`config.mk`:
```
export PLATFORM = sky130hd
export DESIGN_NAME = rtdd_diag
export DESIGN_NICKNAME = d
export VERILOG_FILES = /design/src/logic/rtdd_selftest.v /design/src/logic/rtdd_chan_check.v /design/src/logic/rtdd_diag.v
export VERILOG_INCLUDE_DIRS = /design/src /design/src/logic
export SDC_FILE = /design/constraint.sdc
export NUM_CORES = 1
export LEC_CHECK = 0
export BUFFER_PORTS_ARGS = -buffer_cell sky130_fd_sc_hd__buf_2
export CELL_PAD_IN_SITES_DETAIL_PLACEMENT = 1
export CELL_PAD_IN_SITES_GLOBAL_PLACEMENT = 2
export CORE_ASPECT_RATIO = 0.5
export CORE_MARGIN = 4
export CORE_UTILIZATION = 34
export CTS_CLUSTER_SIZE = 8
export DETAILED_ROUTE_END_ITERATION = 16
export MAX_ROUTING_LAYER = met4
export PLACE_DENSITY = 0.89
export SLEW_MARGIN = 15
export SYNTH_ARGS = -nofsm -noshare
export SYNTH_HDL_FRONTEND = slang
export SYNTH_HIERARCHICAL = 1
export SYNTH_SLANG_ARGS = --single-unit
```
`constraint.sdc`:
```
create_clock -name sys_clk -period 3 [get_ports sys_clk]
set_input_delay 0.15 -clock sys_clk [delete_from_list [all_inputs] [get_ports sys_clk]]
set_output_delay 0.15 -clock sys_clk [all_outputs]
set_load 0.02 [all_outputs]
```
`src/logic/rtdd_defs.vh`:
```
// Constants shared by the diagnostics block of the six-channel resistance input
`ifndef RTDD_DEFS_VH
`define RTDD_DEFS_VH
// ==========================================================================
// Clock and timing
// ==========================================================================
`define RTDD_CLK_MHZ 250
`define RTDD_STEP_NS 1000
// ==========================================================================
// Register byte offsets
// ==========================================================================
`define RTDD_OFS_ERR 6'h00
`define RTDD_OFS_BROKEN 6'h04
`define RTDD_OFS_RANGE 6'h08
`define RTDD_OFS_IRQ_STAT 6'h0C
`define RTDD_OFS_IRQ_MASK 6'h10
`define RTDD_OFS_CFG0 6'h20
// ==========================================================================
// Error word layout and codes
// ==========================================================================
`define RTDD_ERR_CLS_LSB 9
`define RTDD_CLS_NONE 3'h0
`define RTDD_CLS_HW 3'h1
`define RTDD_CLS_CFG 3'h2
`define RTDD_EXT_NONE 9'h000
`define RTDD_EXT_PWRUP 9'h001
`define RTDD_EXT_HW_SPEC 9'h100
`define RTDD_EXT_FILT0 9'h001
// ==========================================================================
// Channel configuration word fields
// ==========================================================================
`define RTDD_CFG_EN 0
`define RTDD_CFG_TYPE_LSB 1
`define RTDD_CFG_FILT_LSB 5
`define RTDD_CFG_RESET 8'h00
`define RTDD_TYPE_RES_FIRST 4'h8
`define RTDD_TYPE_LAST 4'hB
`define RTDD_FILT_LAST 3'h5
// ==========================================================================
// Interrupt status bits
// ==========================================================================
`define RTDD_IRQ_HW 0
`define RTDD_IRQ_CFG 1
`define RTDD_IRQ_RANGE 2
`define RTDD_IRQ_BROKEN 3
`endif

```
`src/logic/rtdd_selftest.v`:
```
// Power-up self test sequencer of the diagnostics block
`timescale 1ns/1ps
`default_nettype none
`include "rtdd_defs.vh"
module rtdd_selftest #(
    parameter STEP_CYC = (`RTDD_STEP_NS * `RTDD_CLK_MHZ + 999) / 1000,
    parameter NTEST = 3
) (
    input wire sys_clk,
    input wire nrst,
    input wire [NTEST-1:0] test_ok,
    output reg done_r,
    output reg fail_r,
    output reg [1:0] fail_idx_r
);
    localparam ST_RUN = 1'b0;
    localparam ST_END = 1'b1;
    reg state_r;
    reg [15:0] cnt_r;
    reg [1:0] step_r;

    // ======================================================================
    // Sequence: wait a settle time per test, then sample its result
    // ======================================================================
    always @(posedge sys_clk or negedge nrst) begin
        if (!nrst) begin
            state_r <= ST_RUN;
            cnt_r <= 16'h0000;
            step_r <= 2'h0;
            done_r <= 1'b0;
            fail_r <= 1'b0;
            fail_idx_r <= 2'h0;
        end else begin
            case (state_r)
                ST_RUN: begin
                    if (cnt_r < STEP_CYC[15:0] - 16'h0001) begin
                        cnt_r <= cnt_r + 16'h0001;
                    end else begin
                        cnt_r <= 16'h0000;
                        if (!test_ok[step_r]) begin
                            fail_r <= 1'b1; // A failed test ends the run
                            fail_idx_r <= step_r;
                            done_r <= 1'b1;
                            state_r <= ST_END;
                        end else if (step_r == NTEST[1:0] - 2'h1) begin
                            done_r <= 1'b1;
                            state_r <= ST_END;
                        end else begin
                            step_r <= step_r + 2'h1;
                        end
                    end
                end
                ST_END: begin
                    state_r <= ST_END;
                end
                default: begin
                    state_r <= ST_RUN;
                end
            endcase
        end
    end
endmodule // rtdd_selftest
`default_nettype wire

```
`src/logic/rtdd_chan_check.v`:
```
// Per-scan range and broken-input checks for all enabled channels
`timescale 1ns/1ps
`default_nettype none
`include "rtdd_defs.vh"
module rtdd_chan_check #(
    parameter NCH = 6,
    parameter signed [15:0] RANGE_LO = 16'shF000,
    parameter signed [15:0] RANGE_HI = 16'sh7000
) (
    input wire sys_clk,
    input wire nrst,
    input wire scan_done,
    input wire [NCH*16-1:0] chan_val,
    input wire [NCH-1:0] chan_en,
    input wire [NCH-1:0] chan_is_res,
    input wire [NCH-1:0] open_short,
    output reg [NCH-1:0] over_r,
    output reg [NCH-1:0] under_r,
    output reg [NCH-1:0] broken_r
);
    integer i;
    reg [NCH-1:0] over_nxt;
    reg [NCH-1:0] under_nxt;
    reg signed [15:0] v;

    // Compare each enabled channel against its operating range
    always @* begin
        over_nxt = {NCH{1'b0}};
        under_nxt = {NCH{1'b0}};
        v = 16'sh0000;
        for (i = 0; i < NCH; i = i + 1) begin
            v = chan_val[i*16 +: 16];
            over_nxt[i] = chan_en[i] && (v > RANGE_HI);
            // Zero is a legal resistance, so no low flag there
            under_nxt[i] = chan_en[i] && !chan_is_res[i] && (v < RANGE_LO);
        end
    end

    // Flags refresh only when a scan completes, then hold
    always @(posedge sys_clk or negedge nrst) begin
        if (!nrst) begin
            over_r <= {NCH{1'b0}};
            under_r <= {NCH{1'b0}};
            broken_r <= {NCH{1'b0}};
        end else if (scan_done) begin
            over_r <= over_nxt;
            under_r <= under_nxt;
            broken_r <= open_short & chan_en;
        end
    end
endmodule // rtdd_chan_check
`default_nettype wire

```
`src/logic/rtdd_diag.v`:
```
// Diagnostics and error reporting of a six-channel resistance input module
// Notes on behaviour
// - Power-up self tests; failure gives error, dark LED
// - LED lit only with power and tests passed
// - Check config on enable, then every scan (code checks each word only when it is written)
// - Improper configuration word raises module error
// - Out-of-range input sets over/under flag
// - Resistance channels never flag under-range
// - Open or short input sets broken flag
// - Range errors in data; config errors extended (code gives extended code only for a bad filter; a bad type gives zero)
// - Blocking faults reported as critical hardware errors
// - Error word: 15-12 zero, 11-9 class, 8-0 extended
// - LED shows faults at once; both reported
// - Class codes 000 none, 001 hw, 010 config
// - Extended field zero when class is none
// - Invalid config discarded, prior config kept
`timescale 1ns/1ps
`default_nettype none
`include "rtdd_defs.vh"
module rtdd_diag #(
    parameter NCH = 6,
    parameter signed [15:0] RANGE_LO = 16'shF000,
    parameter signed [15:0] RANGE_HI = 16'sh7000
) (
    input wire sys_clk,
    input wire nrst,
    input wire [5:0] avs_address,
    input wire avs_read,
    input wire avs_write,
    input wire [31:0] avs_writedata,
    output wire [31:0] avs_readdata,
    output wire avs_waitrequest,
    input wire scan_done,
    input wire [NCH*16-1:0] chan_val,
    input wire ext_pwr_ok,
    input wire rom_ok,
    input wire eeprom_ok,
    input wire [NCH-1:0] open_short,
    output wire [NCH-1:0] chan_enable,
    output wire [NCH*4-1:0] chan_type,
    output wire [NCH*3-1:0] chan_filter,
    output wire status_led,
    output wire irq
);
    // ======================================================================
    // Input synchronisers for pins
    // ======================================================================
    reg [NCH+2:0] pin_s1_r;
    reg [NCH+2:0] pin_s2_r;

    // Two-stage capture of asynchronous pins
    always @(posedge sys_clk or negedge nrst) begin
        if (!nrst) begin
            pin_s1_r <= {(NCH+3){1'b0}};
            pin_s2_r <= {(NCH+3){1'b0}};
        end else begin
            pin_s1_r <= {open_short, eeprom_ok, rom_ok, ext_pwr_ok};
            pin_s2_r <= pin_s1_r;
        end
    end

    wire pwr_ok = pin_s2_r[0];
    wire [NCH-1:0] os_sync = pin_s2_r[NCH+2:3];

    // ======================================================================
    // Power-up self test
    // ======================================================================
    wire st_done;
    wire st_fail;
    wire [1:0] st_idx;

    rtdd_selftest u_selftest (
        .sys_clk(sys_clk),
        .nrst(nrst),
        .test_ok(pin_s2_r[2:0]),
        .done_r(st_done),
        .fail_r(st_fail),
        .fail_idx_r(st_idx)
    );

    // ======================================================================
    // Channel configuration store
    // ======================================================================
    reg [7:0] cfg_r [0:NCH-1];
    reg cfg_bad_r;
    reg [8:0] cfg_ext_r;
    integer k;

    // Configuration word is legal when type and filter are defined
    function cfg_valid;
        input [7:0] w;
        begin
            cfg_valid = (w[`RTDD_CFG_TYPE_LSB +: 4] <= `RTDD_TYPE_LAST)
                && (w[`RTDD_CFG_FILT_LSB +: 3] <= `RTDD_FILT_LAST);
        end
    endfunction

    // Address decode helper for the channel configuration words
    function [3:0] cfg_index;
        input [5:0] a;
        begin
            cfg_index = {1'b0, a[4:2]};
        end
    endfunction

    // ======================================================================
    // Avalon-MM slave: one wait state, then answer
    // ======================================================================
    reg ack_r;
    reg [31:0] rdata_r;
    wire req = avs_read | avs_write;
    wire acc = req & ack_r;
    wire is_cfg = (avs_address >= `RTDD_OFS_CFG0)
        && (cfg_index(avs_address) < NCH);
    wire [3:0] cidx = cfg_index(avs_address);

    assign avs_waitrequest = req & ~ack_r;
    assign avs_readdata = rdata_r;

    // Acknowledge toggles so every request sees exactly one wait cycle
    always @(posedge sys_clk or negedge nrst) begin
        if (!nrst) begin
            ack_r <= 1'b0;
        end else begin
            ack_r <= req & ~ack_r;
        end
    end

    wire wr_cfg = acc & avs_write & is_cfg;
    wire wr_ok = cfg_valid(avs_writedata[7:0]);

    // Store only legal words; an illegal one leaves the old setting
    always @(posedge sys_clk or negedge nrst) begin
        if (!nrst) begin
            for (k = 0; k < NCH; k = k + 1) begin
                cfg_r[k] <= `RTDD_CFG_RESET;
            end
        end else if (wr_cfg && wr_ok) begin
            cfg_r[cidx[2:0]] <= avs_writedata[7:0];
        end
    end

    // Remember an improper configuration word and its extended code
    always @(posedge sys_clk or negedge nrst) begin
        if (!nrst) begin
            cfg_bad_r <= 1'b0;
            cfg_ext_r <= `RTDD_EXT_NONE;
        end else if (wr_cfg && !wr_ok) begin
            cfg_bad_r <= 1'b1;
            if (avs_writedata[`RTDD_CFG_TYPE_LSB +: 4] <= `RTDD_TYPE_LAST) begin
                cfg_ext_r <= `RTDD_EXT_FILT0 + {6'h00, cidx[2:0]};
            end else begin
                cfg_ext_r <= `RTDD_EXT_NONE;
            end
        end else if (wr_cfg) begin
            cfg_bad_r <= 1'b0;
            cfg_ext_r <= `RTDD_EXT_NONE;
        end
    end

    // Active configuration out to the conversion path
    genvar g;
    generate
        for (g = 0; g < NCH; g = g + 1) begin : g_cfg
            assign chan_enable[g] = cfg_r[g][`RTDD_CFG_EN];
            assign chan_type[g*4 +: 4] = cfg_r[g][`RTDD_CFG_TYPE_LSB +: 4];
            assign chan_filter[g*3 +: 3] = cfg_r[g][`RTDD_CFG_FILT_LSB +: 3];
        end
    endgenerate

    // Resistance-type channels skip the low-range check
    reg [NCH-1:0] is_res;
    integer j;
    always @* begin
        for (j = 0; j < NCH; j = j + 1) begin
            is_res[j] = cfg_r[j][`RTDD_CFG_TYPE_LSB +: 4]
                >= `RTDD_TYPE_RES_FIRST;
        end
    end

    // ======================================================================
    // Channel checks on each scan
    // ======================================================================
    wire [NCH-1:0] over_f;
    wire [NCH-1:0] under_f;
    wire [NCH-1:0] broken_input_flags;

    rtdd_chan_check #(
        .NCH(NCH),
        .RANGE_LO(RANGE_LO),
        .RANGE_HI(RANGE_HI)
    ) u_check (
        .sys_clk(sys_clk),
        .nrst(nrst),
        .scan_done(scan_done),
        .chan_val(chan_val),
        .chan_en(chan_enable),
        .chan_is_res(is_res),
        .open_short(os_sync),
        .over_r(over_f),
        .under_r(under_f),
        .broken_r(broken_input_flags)
    );

    // ======================================================================
    // Module error word
    // ======================================================================
    reg [15:0] module_error_word_r;
    reg [15:0] err_nxt;
    wire hw_fault = (st_done & st_fail) | (st_done & ~pwr_ok);

    // Hardware faults outrank configuration faults
    always @* begin
        err_nxt = 16'h0000;
        if (!st_done) begin
            err_nxt[11:9] = `RTDD_CLS_HW;
            err_nxt[8:0] = `RTDD_EXT_PWRUP;
        end else if (!pwr_ok) begin
            err_nxt[11:9] = `RTDD_CLS_HW;
            err_nxt[8:0] = `RTDD_EXT_HW_SPEC;
        end else if (st_fail) begin
            err_nxt[11:9] = `RTDD_CLS_HW;
            err_nxt[8:0] = `RTDD_EXT_HW_SPEC + {7'h00, st_idx};
        end else if (cfg_bad_r) begin
            err_nxt[11:9] = `RTDD_CLS_CFG;
            err_nxt[8:0] = cfg_ext_r;
        end
    end

    // Word is refreshed per scan, when self test finishes and on every cycle with a hardware fault
    reg st_done_d_r;
    always @(posedge sys_clk or negedge nrst) begin
        if (!nrst) begin
            module_error_word_r <= {4'h0, `RTDD_CLS_HW, `RTDD_EXT_PWRUP};
            st_done_d_r <= 1'b0;
        end else begin
            st_done_d_r <= st_done;
            if (scan_done || (st_done && !st_done_d_r) || hw_fault) begin
                module_error_word_r <= err_nxt;
            end
        end
    end

    // Indicator: power present, tests passed, no live fault
    assign status_led = pwr_ok & st_done & ~st_fail;

    // ======================================================================
    // Interrupt status and mask
    // ======================================================================
    reg [3:0] irq_stat_r;
    reg [3:0] irq_mask_r;
    reg scan_d_r;
    wire [3:0] ev;

    // Range and broken events come from freshly updated flags
    always @(posedge sys_clk or negedge nrst) begin
        if (!nrst) begin
            scan_d_r <= 1'b0;
        end else begin
            scan_d_r <= scan_done;
        end
    end
    assign ev[`RTDD_IRQ_HW] = hw_fault;
    assign ev[`RTDD_IRQ_CFG] = wr_cfg & ~wr_ok;
    assign ev[`RTDD_IRQ_RANGE] = scan_d_r & (|(over_f | under_f));
    assign ev[`RTDD_IRQ_BROKEN] = scan_d_r & (|broken_input_flags);
    wire rd_stat = acc & avs_read & (avs_address == `RTDD_OFS_IRQ_STAT);

    // Sticky bits; a read clears only the bits it returned, set wins
    always @(posedge sys_clk or negedge nrst) begin
        if (!nrst) begin
            irq_stat_r <= 4'h0;
        end else begin
            irq_stat_r <= (rd_stat ? (irq_stat_r & ~rdata_r[3:0])
                : irq_stat_r) | ev;
        end
    end

    // Mask register write
    always @(posedge sys_clk or negedge nrst) begin
        if (!nrst) begin
            irq_mask_r <= 4'h0;
        end else if (acc && avs_write
            && (avs_address == `RTDD_OFS_IRQ_MASK)) begin
            irq_mask_r <= avs_writedata[3:0];
        end
    end

    assign irq = |(irq_stat_r & irq_mask_r);

    // ======================================================================
    // Read data, captured at the first edge of a read
    // ======================================================================
    always @(posedge sys_clk or negedge nrst) begin
        if (!nrst) begin
            rdata_r <= 32'h00000000;
        end else if (avs_read && !ack_r) begin
            rdata_r <= 32'h00000000;
            if (is_cfg) begin
                rdata_r <= {24'h000000, cfg_r[cidx[2:0]]};
            end else begin
                case (avs_address)
                    `RTDD_OFS_ERR:
                        rdata_r <= {16'h0000, module_error_word_r};
                    `RTDD_OFS_BROKEN:
                        rdata_r <= {26'h0, broken_input_flags};
                    `RTDD_OFS_RANGE:
                        rdata_r <= {18'h0, over_f, 2'h0, under_f};
                    `RTDD_OFS_IRQ_STAT:
                        rdata_r <= {28'h0000000, irq_stat_r};
                    `RTDD_OFS_IRQ_MASK:
                        rdata_r <= {28'h0000000, irq_mask_r};
                    default:
                        rdata_r <= 32'h00000000;
                endcase
            end
        end
    end
endmodule // rtdd_diag
`default_nettype wire

```
# Yosys cells after proc, flatten, opt, wreduce, memory -nomap -nowiden
# Index checks and enable logic that the tools add are counted.
[word_totals]
word_cells = 165
ff_bits = 172
inputBits = 148
out_inout_bits = 83
[op_classes]
n_lt_le_gt_ge = 26
reduce_logical = 46
n_eq_ne = 6
n_mux = 27
addsub = 4
bitwise_logic = 30
[op_table]
columns = ["cell", "count"]
rows = [
  ["$gt A16 B16 Y1 const B", 6],
  ["$lt A16 B13 Y1 const B", 6],
  ["$pmux W14 S5", 1],
  ["$bwmux W48", 1],
  ["$mux W11", 4],
  ["$ge A4 B4 Y1 const B", 7],
  ["$logic_and A1 B1 Y1", 27],
  ["$mux W9", 3],
  ["$bmux W8 S3", 1],
  ["$demux W8 S3", 1],
  ["$mux W8", 3],
  ["$add A16 B1 Y16 const B", 1],
  ["$lt A16 B8 Y1 const B", 1],
  ["$mux W16", 1],
  ["$mux W14", 1],
  ["$and A1 B1 Y1", 13],
  ["$eq A6 B4 Y1 const B", 2],
  ["$reduce_or A6 Y1", 2],
  ["$add A9 B2 Y9 const A", 1],
  ["$logic_not A1 Y1", 9],
  ["$and A4 B4 Y4", 2],
  ["$mux W1", 8],
  ["$not A1 Y1", 8],
  ["$and A6 B6 Y6", 1],
  ["26 further kinds", 29],
]

# Longest topological paths before layout
# Gate-level depths: netlist (run 1).
[depth]
ltp_word = 6
ltp_mapped = 9
ltp_nobuf = 6

# Modules after synthesis
# The synthesis (run 1) kept the hierarchy.
[modules_own_cells]
columns = ["module", "seq_area_each_um2", "instances", "cells_each", "area_per_inst_um2"]
rows = [
  ["rtdd_diag", 2580.0, 1, 388, 4758.3],
  ["rtdd_selftest", 575.6, 1, 97, 1088.5],
  ["rtdd_chan_check", 450.4, 1, 96, 980.9],
]

# Worst setup path after synthesis (run 1)
# No wires, ideal clock.
[synth_timing]
path_type = "input -> register"
startpoint = "in avs_address[2]"
endpoint = "reg irq_mask_r[0]"
required_ns = 2.875
slack_ns = 1.144
cell_stages = 8
arrival_ns = 1.731
n_path_buf = 3
setup_ns = 0.125
cell_sequence = "clkbuf_8 -> buf_2 -> inv_1 -> ha_1 -> clkbuf_1 -> nand4_1 -> nor2_1 -> mux2_2"
[synth_between]
elab_chain_len = 2
[synth_rtl]
columns = ["item", "line_no", "rtl"]
rows = [
  ["start: declaration", "rtdd_diag.v:27", "input wire [5:0] avs_address,"],
  ["$eq A6 B5 Y1", "n/a", ""],
  ["$logic_and A1 B1 Y1", "rtdd_diag.v:283", "end else if (acc && avs_write"],
  ["end signal: assignment", "rtdd_diag.v:285", "irq_mask_r <= avs_writedata[3:0];"],
  ["end: declaration", "rtdd_diag.v:251", "reg [3:0] irq_mask_r;"],
]
# Every way passes these cells.
# A chain may end at the register's enable or synchronous reset.

# Final worst setup path (run 1)
[layout_timing]
startpoint = "reg u_selftest.cnt_r[0]"
endpoint = "reg u_selftest.cnt_r[15]"
[layout_between]
elab_chain_len = 2
word_cells_on_any_way = 3
cone_classes = "1 x add/sub; 1 x order compare; 1 x mux"
[layout_rtl]
columns = ["item", "line_no", "rtl"]
rows = [
  ["start: declaration", "rtdd_selftest.v:19", "reg [15:0] cnt_r;"],
  ["start signal: assignment", "rtdd_selftest.v:37", "cnt_r <= cnt_r + 16'h0001;"],
  ["$add A16 B1 Y16 or $lt A16 B8 Y1 (tied branches)", "rtdd_selftest.v:37, rtdd_selftest.v:36", ""],
  ["$mux W16 (*)", "rtdd_selftest.v:36", "if (cnt_r < STEP_CYC[15:0] - 16'h0001) begin"],
]
# Mark *: on every way between the ends. The rest lies on a longest branch, timed or not.

==> reports/metrics.cfg, run 1 <==
[yosys]
synth_xor_area_share_pct = 0.898
async_flop_share_pct = 100
synth_top_area_share_pct = 52.0
yosysMostFrequentCell = dfrtp_1
syn_area_sq_um = 6830
synth-seq-cells = 144
synth_simple_gate_area_share_pct = 15.1
synth_top_flop_cell = dfrtp_1
synth-compound-area-share_pct = 11.3
syn_inst = 581
synth_top_family_by_area = simple AND/OR/NAND/NOR gates
synth_commonest_cells = 142 x dfrtp_1, 44 x mux2_2, 43 x nand2_1, 24 x nor2_1, 23 x inv_1
synthAdderAreaFrac_pct = 1.28
yosysTopAreaCell = dfrtp_1
synth_mux_area_share_pct = 13.2
ys_seq_area_share_pct = 52.8
synth_edf_count = 0
synthTopCellsByArea = dfrtp_1 52%, mux2_2 7.3%, mux2_4 3.5%, nand2_1 2.4%, a22o_1 2.2%
avgSynthCellArea_sq_um = 11.8
yosys_warnings = 6
synth_cell_types = 67

[die]
coreArea_sq_um = 19600
floorplan.die_area_sq_um = 22600
rows = 36
dieWidth_um = 208
die_y_um = 108
initial_core_util_pct = 34.8
ios = 231

[cts]
cts_made_buffers = 17
clock_latency_ns = 0.42
ctsHtreeMaxLevel = 4
clockBufferDepth = 2
clkTransAtPathRegs_ns = 0.06
clock-sinks = 144
cts_tree = yes
cts-root-buf = clkbuf_16

[job]
maxCapViolCount = 0

[routing]
drt-initial-drc-count = 385
vias = 5489
wl_per_cell_um = 20.4
wl_met1_mm = 9.31
firstDrtPassIters = 7
drcViolationCount = 0
wl_met2_mm = 10.8
via_per_inst = 5.22
highest_layer = met4
totalWireLength_mm = 21.4
drtAntennaViolNets = 0
met3_length_mm = 1.11

[setup_path]
critPathSlowestCell = nor2_1
cpMostUsedCell = nor2_1
worstSetupPathType = reg2reg
required_ns = 3.25
slowest_delay_ns = 0.62
arrival_ns = 2.33
cp-start-kind = flop
cp_max_fo = 12
path_cells = inv_1, ha_1, nor2b_1, o311a_4, nor2_1, nor2_1
end_kind = flop

[global_routing]
grt-ovfl-total = 0
grt_pass1_vias = 5925
grt_pass1_wl_mm = 33.3
antenna_found_initial = 0
grt_max_degree = 71
grt_util_all_layers_pct = 19.2

[timing]
period_share_pct = 69.1
max_slew.worst_pin.slew_ns = 0.809
slew_violations = 0
hold_viol = 0
fin_crit_ns = 2.07
maxSlewHeadroom_pct = 46.1
skew_ns = 0.0112
fmax_mhz = 483
rsz0062_at_grt = no
timing.setup.tns_ns = 0
setup_violations = 0

[finish]
diodes = 0
fin_util_pct = 44.2
fin_nets = 929
drive_gt1_share_pct = 38.7
fillers = 2173
area_growth_pct = 26.8
multi_input_area_sq_um = 2920
regArea_sq_um = 3610

[place]
io_buffers = 188
place_congestion = 0.834
dp_hpwl_mm = 15.3

[run_status]
outcome = completed

[worst_hold_path]
hold_class = in2reg

[power]
power_density_nw_per_um2 = 614
p_leak_nw = 4.27
ir_drop_uv = 328

==> timing repair <==
| item | CTS | global route |
|---|---|---|
| hold endpoints to repair | 75 | 0 |
| buffers inserted | 0 | 0 |
| endpoints found under the setup margin | 0 | 0 |
| resized for setup | 0 | 0 |
| hold buffers | 10 | 0 |
==> worst max-delay path, delay by kind of cell, from the launching register on <==
family | cells | cell delay [ns]
adders and majority gates | 1 | 0.20
buffers and inverters | 1 | 0.08
and+or+nand+nor | 3 | 0.89
DFF | 1 | 0.38
AOI/OAI and AO/OA | 1 | 0.36
==> through the flow <==
step	total power, mW	hold slack [ns]	setup slack [ns]	instances	area [sq um]
floorplan	2.66	-0.146	1.14	598	6890
global placement	2.99	0.197	0.938	1011	7920
detailed placement	3.01	0.207	0.893	1011	7920
CTS	5.36	0.000308	0.862	1052	8660
global route	5.52	0.0106	0.740	1052	8660
finish	5.32	0.00708	0.928	1052	8660
==> kinds of logic after synthesis <==
family	Yosys count
buf+inv	67
fa+ha+maj	7
other cells	1
mux	76
flops	144
compound gates	104
xor+xnor	7
simple gates	175
==> routing by layer <==
layer,vias to the layer above,track usage [%]
met5,-,-
met4,0,3.89
met3,15,3.88
met2,158,33.3
met1,2830,23.9
li1,2486,-
==> power breakdown <==
group	switching (mW)	internal, mW	total [mW]
combinational	0.451	0.316	0.767
sequential	0.144	2.09	2.23
clock	0.822	1.50	2.32
total	1.42	3.90	5.32
==> final cells by class <==
cell class / instances / share of cell area [%]
Tap cell: 266 / 3.84
Multi-Input combinational cell: 387 / 33.7
Clock inverter: 10 / 2.15
Sequential cell: 144 / 41.6
Inverter: 23 / 0.997
Clock buffer: 21 / 5.20
Timing Repair Buffer: 201 / 12.5
==> cells in the final DEF (no fill, tap or decap), drive strengths merged, types with 4 or more instances in the layout <==
cell type    count
ha               7
inv             23
bufinv           5
nand3           25
nor3             6
and4             4
clkinv           5
xor2             4
o2bb2ai          7
mux2            62
dlygate4sd3     10
a31oi            5
nor2            24
a22o            17
and2             5
nor4            28
conb            18
or2              4
nand2b           5
dfrtp          142
nand2           44
a21oi           12
a22oi           16
clkbuf          21
nand4b           6
buf            191
mux2i           14
and3             8
o21ai           21
==> registers in the layout (all words and copies together) (netlist names), 2 cells and up <==
signal                 cells
chan_type                 24
chan_filter               18
u_selftest/cnt_r          16
avs_readdata              14
pin_s1_r                   9
pin_s2_r                   9
module_error_word_r        7
chan_enable                6
u_check/broken_r           6
u_check/over_r             6
u_check/under_r            6
cfg_ext_r                  4
irq_mask_r                 4
irq_stat_r                 4
u_selftest/fail_idx_r      2
u_selftest/step_r          2
==> worst paths after layout <==
check / from / end / slack, ns / depth (start not counted)
worst max-delay path: u_selftest/cnt_r[0] / u_selftest/cnt_r[15] / 0.93 / 6
min in group asynchronous: nrst / u_selftest/cnt_r[0] / 0.32 / 2
worst max register to register: u_selftest/cnt_r[0] / u_selftest/cnt_r[15] / 0.93 / 6
worst min register to register: pin_s1_r[0] / pin_s2_r[0] / 0.35 / 0
worst min-delay path: chan_val[31] / u_check/under_r[1] / 0.007 / 3
max in group asynchronous: nrst / u_check/broken_r[0] / 1.91 / 3
No activity file was read; power rests on OpenSTA's default activity.
==> inputs of run 2 (changes only) <==
Settings changed: CORE_UTILIZATION 34 to 29, PLACE_DENSITY 0.89 to 0.81.
Clock period 3 ns to 1.7 ns, I/O delays scaled along.
==> reports/metrics.cfg, run 2 (same netlist as run 1, synthesis figures left out) <==
[timing]
hold_viol = 0  ; unchanged
maxSlewHeadroom_pct = 64.3  ; +18 points
setup_violations = 5  ; +5
rsz0062_at_grt = yes
max_slew.worst_pin.slew_ns = 0.534  ; -0.274 ns
slew_violations = 0  ; unchanged
skew_ns = 0.0103  ; -0.000867 ns
setup_slack_ns = -0.0779  ; -1.01 ns
fmax_mhz = 562  ; +17%
period_share_pct = 105  ; +36 points
fin_crit_ns = 1.78  ; -0.294 ns
timing.setup.tns_ns = -0.250  ; -0.250 ns

[routing]
drtAntennaViolNets = 0  ; unchanged
vias = 5747  ; +4.7%
drt-initial-drc-count = 317  ; -18%
firstDrtPassIters = 5  ; -2
drcViolationCount = 0  ; unchanged
via_per_inst = 4.85  ; -7.0%
totalWireLength_mm = 23.4  ; +9.2%
wl_per_cell_um = 19.8  ; -3.0%

[finish]
fin_util_pct = 41.6  ; -2.6 points
drive_gt1_share_pct = 45.2  ; +6.5 points
area_growth_pct = 39.9
instances_no_fill = 1184  ; +13%
largest_reg_flops = 24  ; unchanged
diodes = 0  ; unchanged
fin_nets = 1019  ; +9.7%
mostFrequentLayoutCell = buf_2
final_cell_mix = 186 x buf_2, 142 x dfrtp_1, 68 x buf_4
fillers = 2604  ; +20%

[die]
rows = 39  ; +8.3%
ios = 231  ; unchanged
die_y_um = 117  ; +7.7%
coreArea_sq_um = 23000  ; +17%
floorplan.die_area_sq_um = 26200  ; +16%
initial_core_util_pct = 29.7  ; -5.1 points
dieWidth_um = 225  ; +8.0%

[setup_path]
worstSetupPathType = reg2reg
arrival_ns = 2.09  ; -0.24 ns
cp-start-kind = flop
end_kind = flop
cp_max_fo = 2  ; -10
required_ns = 2.01  ; -1.24 ns

[cts]
ctsHtreeMaxLevel = 4  ; unchanged
cts-root-buf = clkbuf_16
clockBufferDepth = 2  ; unchanged
clkTransAtPathRegs_ns = 0.07  ; about the same
cts_tree = yes
cts_made_buffers = 17  ; unchanged
clock-sinks = 144  ; unchanged
clock_latency_ns = 0.42  ; about the same

[worst_hold_path]
hold_class = in2reg

[global_routing]
grt_util_all_layers_pct = 18.0  ; -1.2 points
grt_pass1_wl_mm = 35.7  ; +7.3%
grt_max_degree = 50  ; -30%
grt_pass1_vias = 6254  ; +5.6%
grt-ovfl-total = 0  ; unchanged
antenna_found_initial = 0  ; unchanged

[place]
dp.cells = 1110  ; +9.8%
dp_hpwl_mm = 17.0  ; +11%
dp_slack_ns = -0.0743  ; -0.967 ns
place_congestion = 0.849  ; +1.8%
io_buffers = 188  ; unchanged

[run_status]
violations = negative setup slack
outcome = complete, but fails checks

[power]
p_leak_nw = 4.74  ; +11%
ir_drop_uv = 512  ; +56%
power_density_nw_per_um2 = 996  ; +62%
total_power_mw = 9.51  ; +79%

[job]
maxCapViolCount = 0  ; unchanged

==> run 2: area by class of cell <==
type	instances	area [sq um]	area share [%]
Multi-Input combinational cell	387	3010	31.5
Clock inverter	14	204	2.14
Timing Repair Buffer	291	1840	19.2
Clock buffer	18	429	4.49
Inverter	23	86.3	0.904
Tap cell	307	384	4.02
Sequential cell	144	3610	37.8
==> run 2: timing repair <==
action,4_1_cts,5_1_grt
cloned,0,1
setup buffers,11,1
hold endpoints to repair,169,0
setup endpoints to repair,19,24
pin swaps,3,8
hold buffers,29,0
resized for setup,13,17
==> run 2: per-layer routing <==
layer | wire, um | track usage, % | vias to the layer above | share of wire (%)
li1 | - | - | 2661 | -
met1 | 10200 | 22.2 | 2939 | 44
met2 | 11900 | 31.4 | 130 | 51
met3 | 1060 | 2.39 | 17 | 4.5
met4 | 271 | 5.34 | 0 | 1.2
met5 | 0 | - | - | 0
==> run 2: path summary, 6_finish.rpt <==
kind / end / slack [ns] / from / cells after the start
max reg2reg: u_selftest/cnt_r[0] / -0.08 / u_selftest/cnt_r[0] / 12
min in group asynchronous: pin_s2_r[1] / 0.13 / nrst / 2
min reg2reg: pin_s2_r[1] / 0.35 / pin_s1_r[1] / 0
min: u_check/over_r[0] / 0.02 / chan_val[10] / 4
max in group asynchronous: module_error_word_r[0] / 0.91 / nrst / 3
max: u_selftest/cnt_r[0] / -0.08 / u_selftest/cnt_r[0] / 12
==> run 2: per-stage QoR <==
stage	hold WS [ns]	cell area [sq um]
floorplan	-0.211	6890
global placement	0.00258	8420
global route	0.0234	9550
detailed placement	0.0165	8420
CTS	0.00287	9470
finish	0.0162	9550
==> run 2: power by group <==
group | internal, mW | total, mW | leakage (nW) | switching, mW
Sequential | 3.69 | 3.93 | 1.89 | 0.242
Combinational | 0.657 | 1.50 | 2.55 | 0.842
Clock | 2.49 | 4.09 | 0.299 | 1.60
==> run 2: critical path: stages, from the launching register on <==
cell,delay (ns)
dfrtp_1,0.37
inv_2,0.06
buf_4,0.13
buf_4,0.12
buf_4,0.12
buf_4,0.12
buf_4,0.12
buf_4,0.13
buf_4,0.12
buf_4,0.12
buf_4,0.12
nand3_1,0.06
o21ai_1,0.06
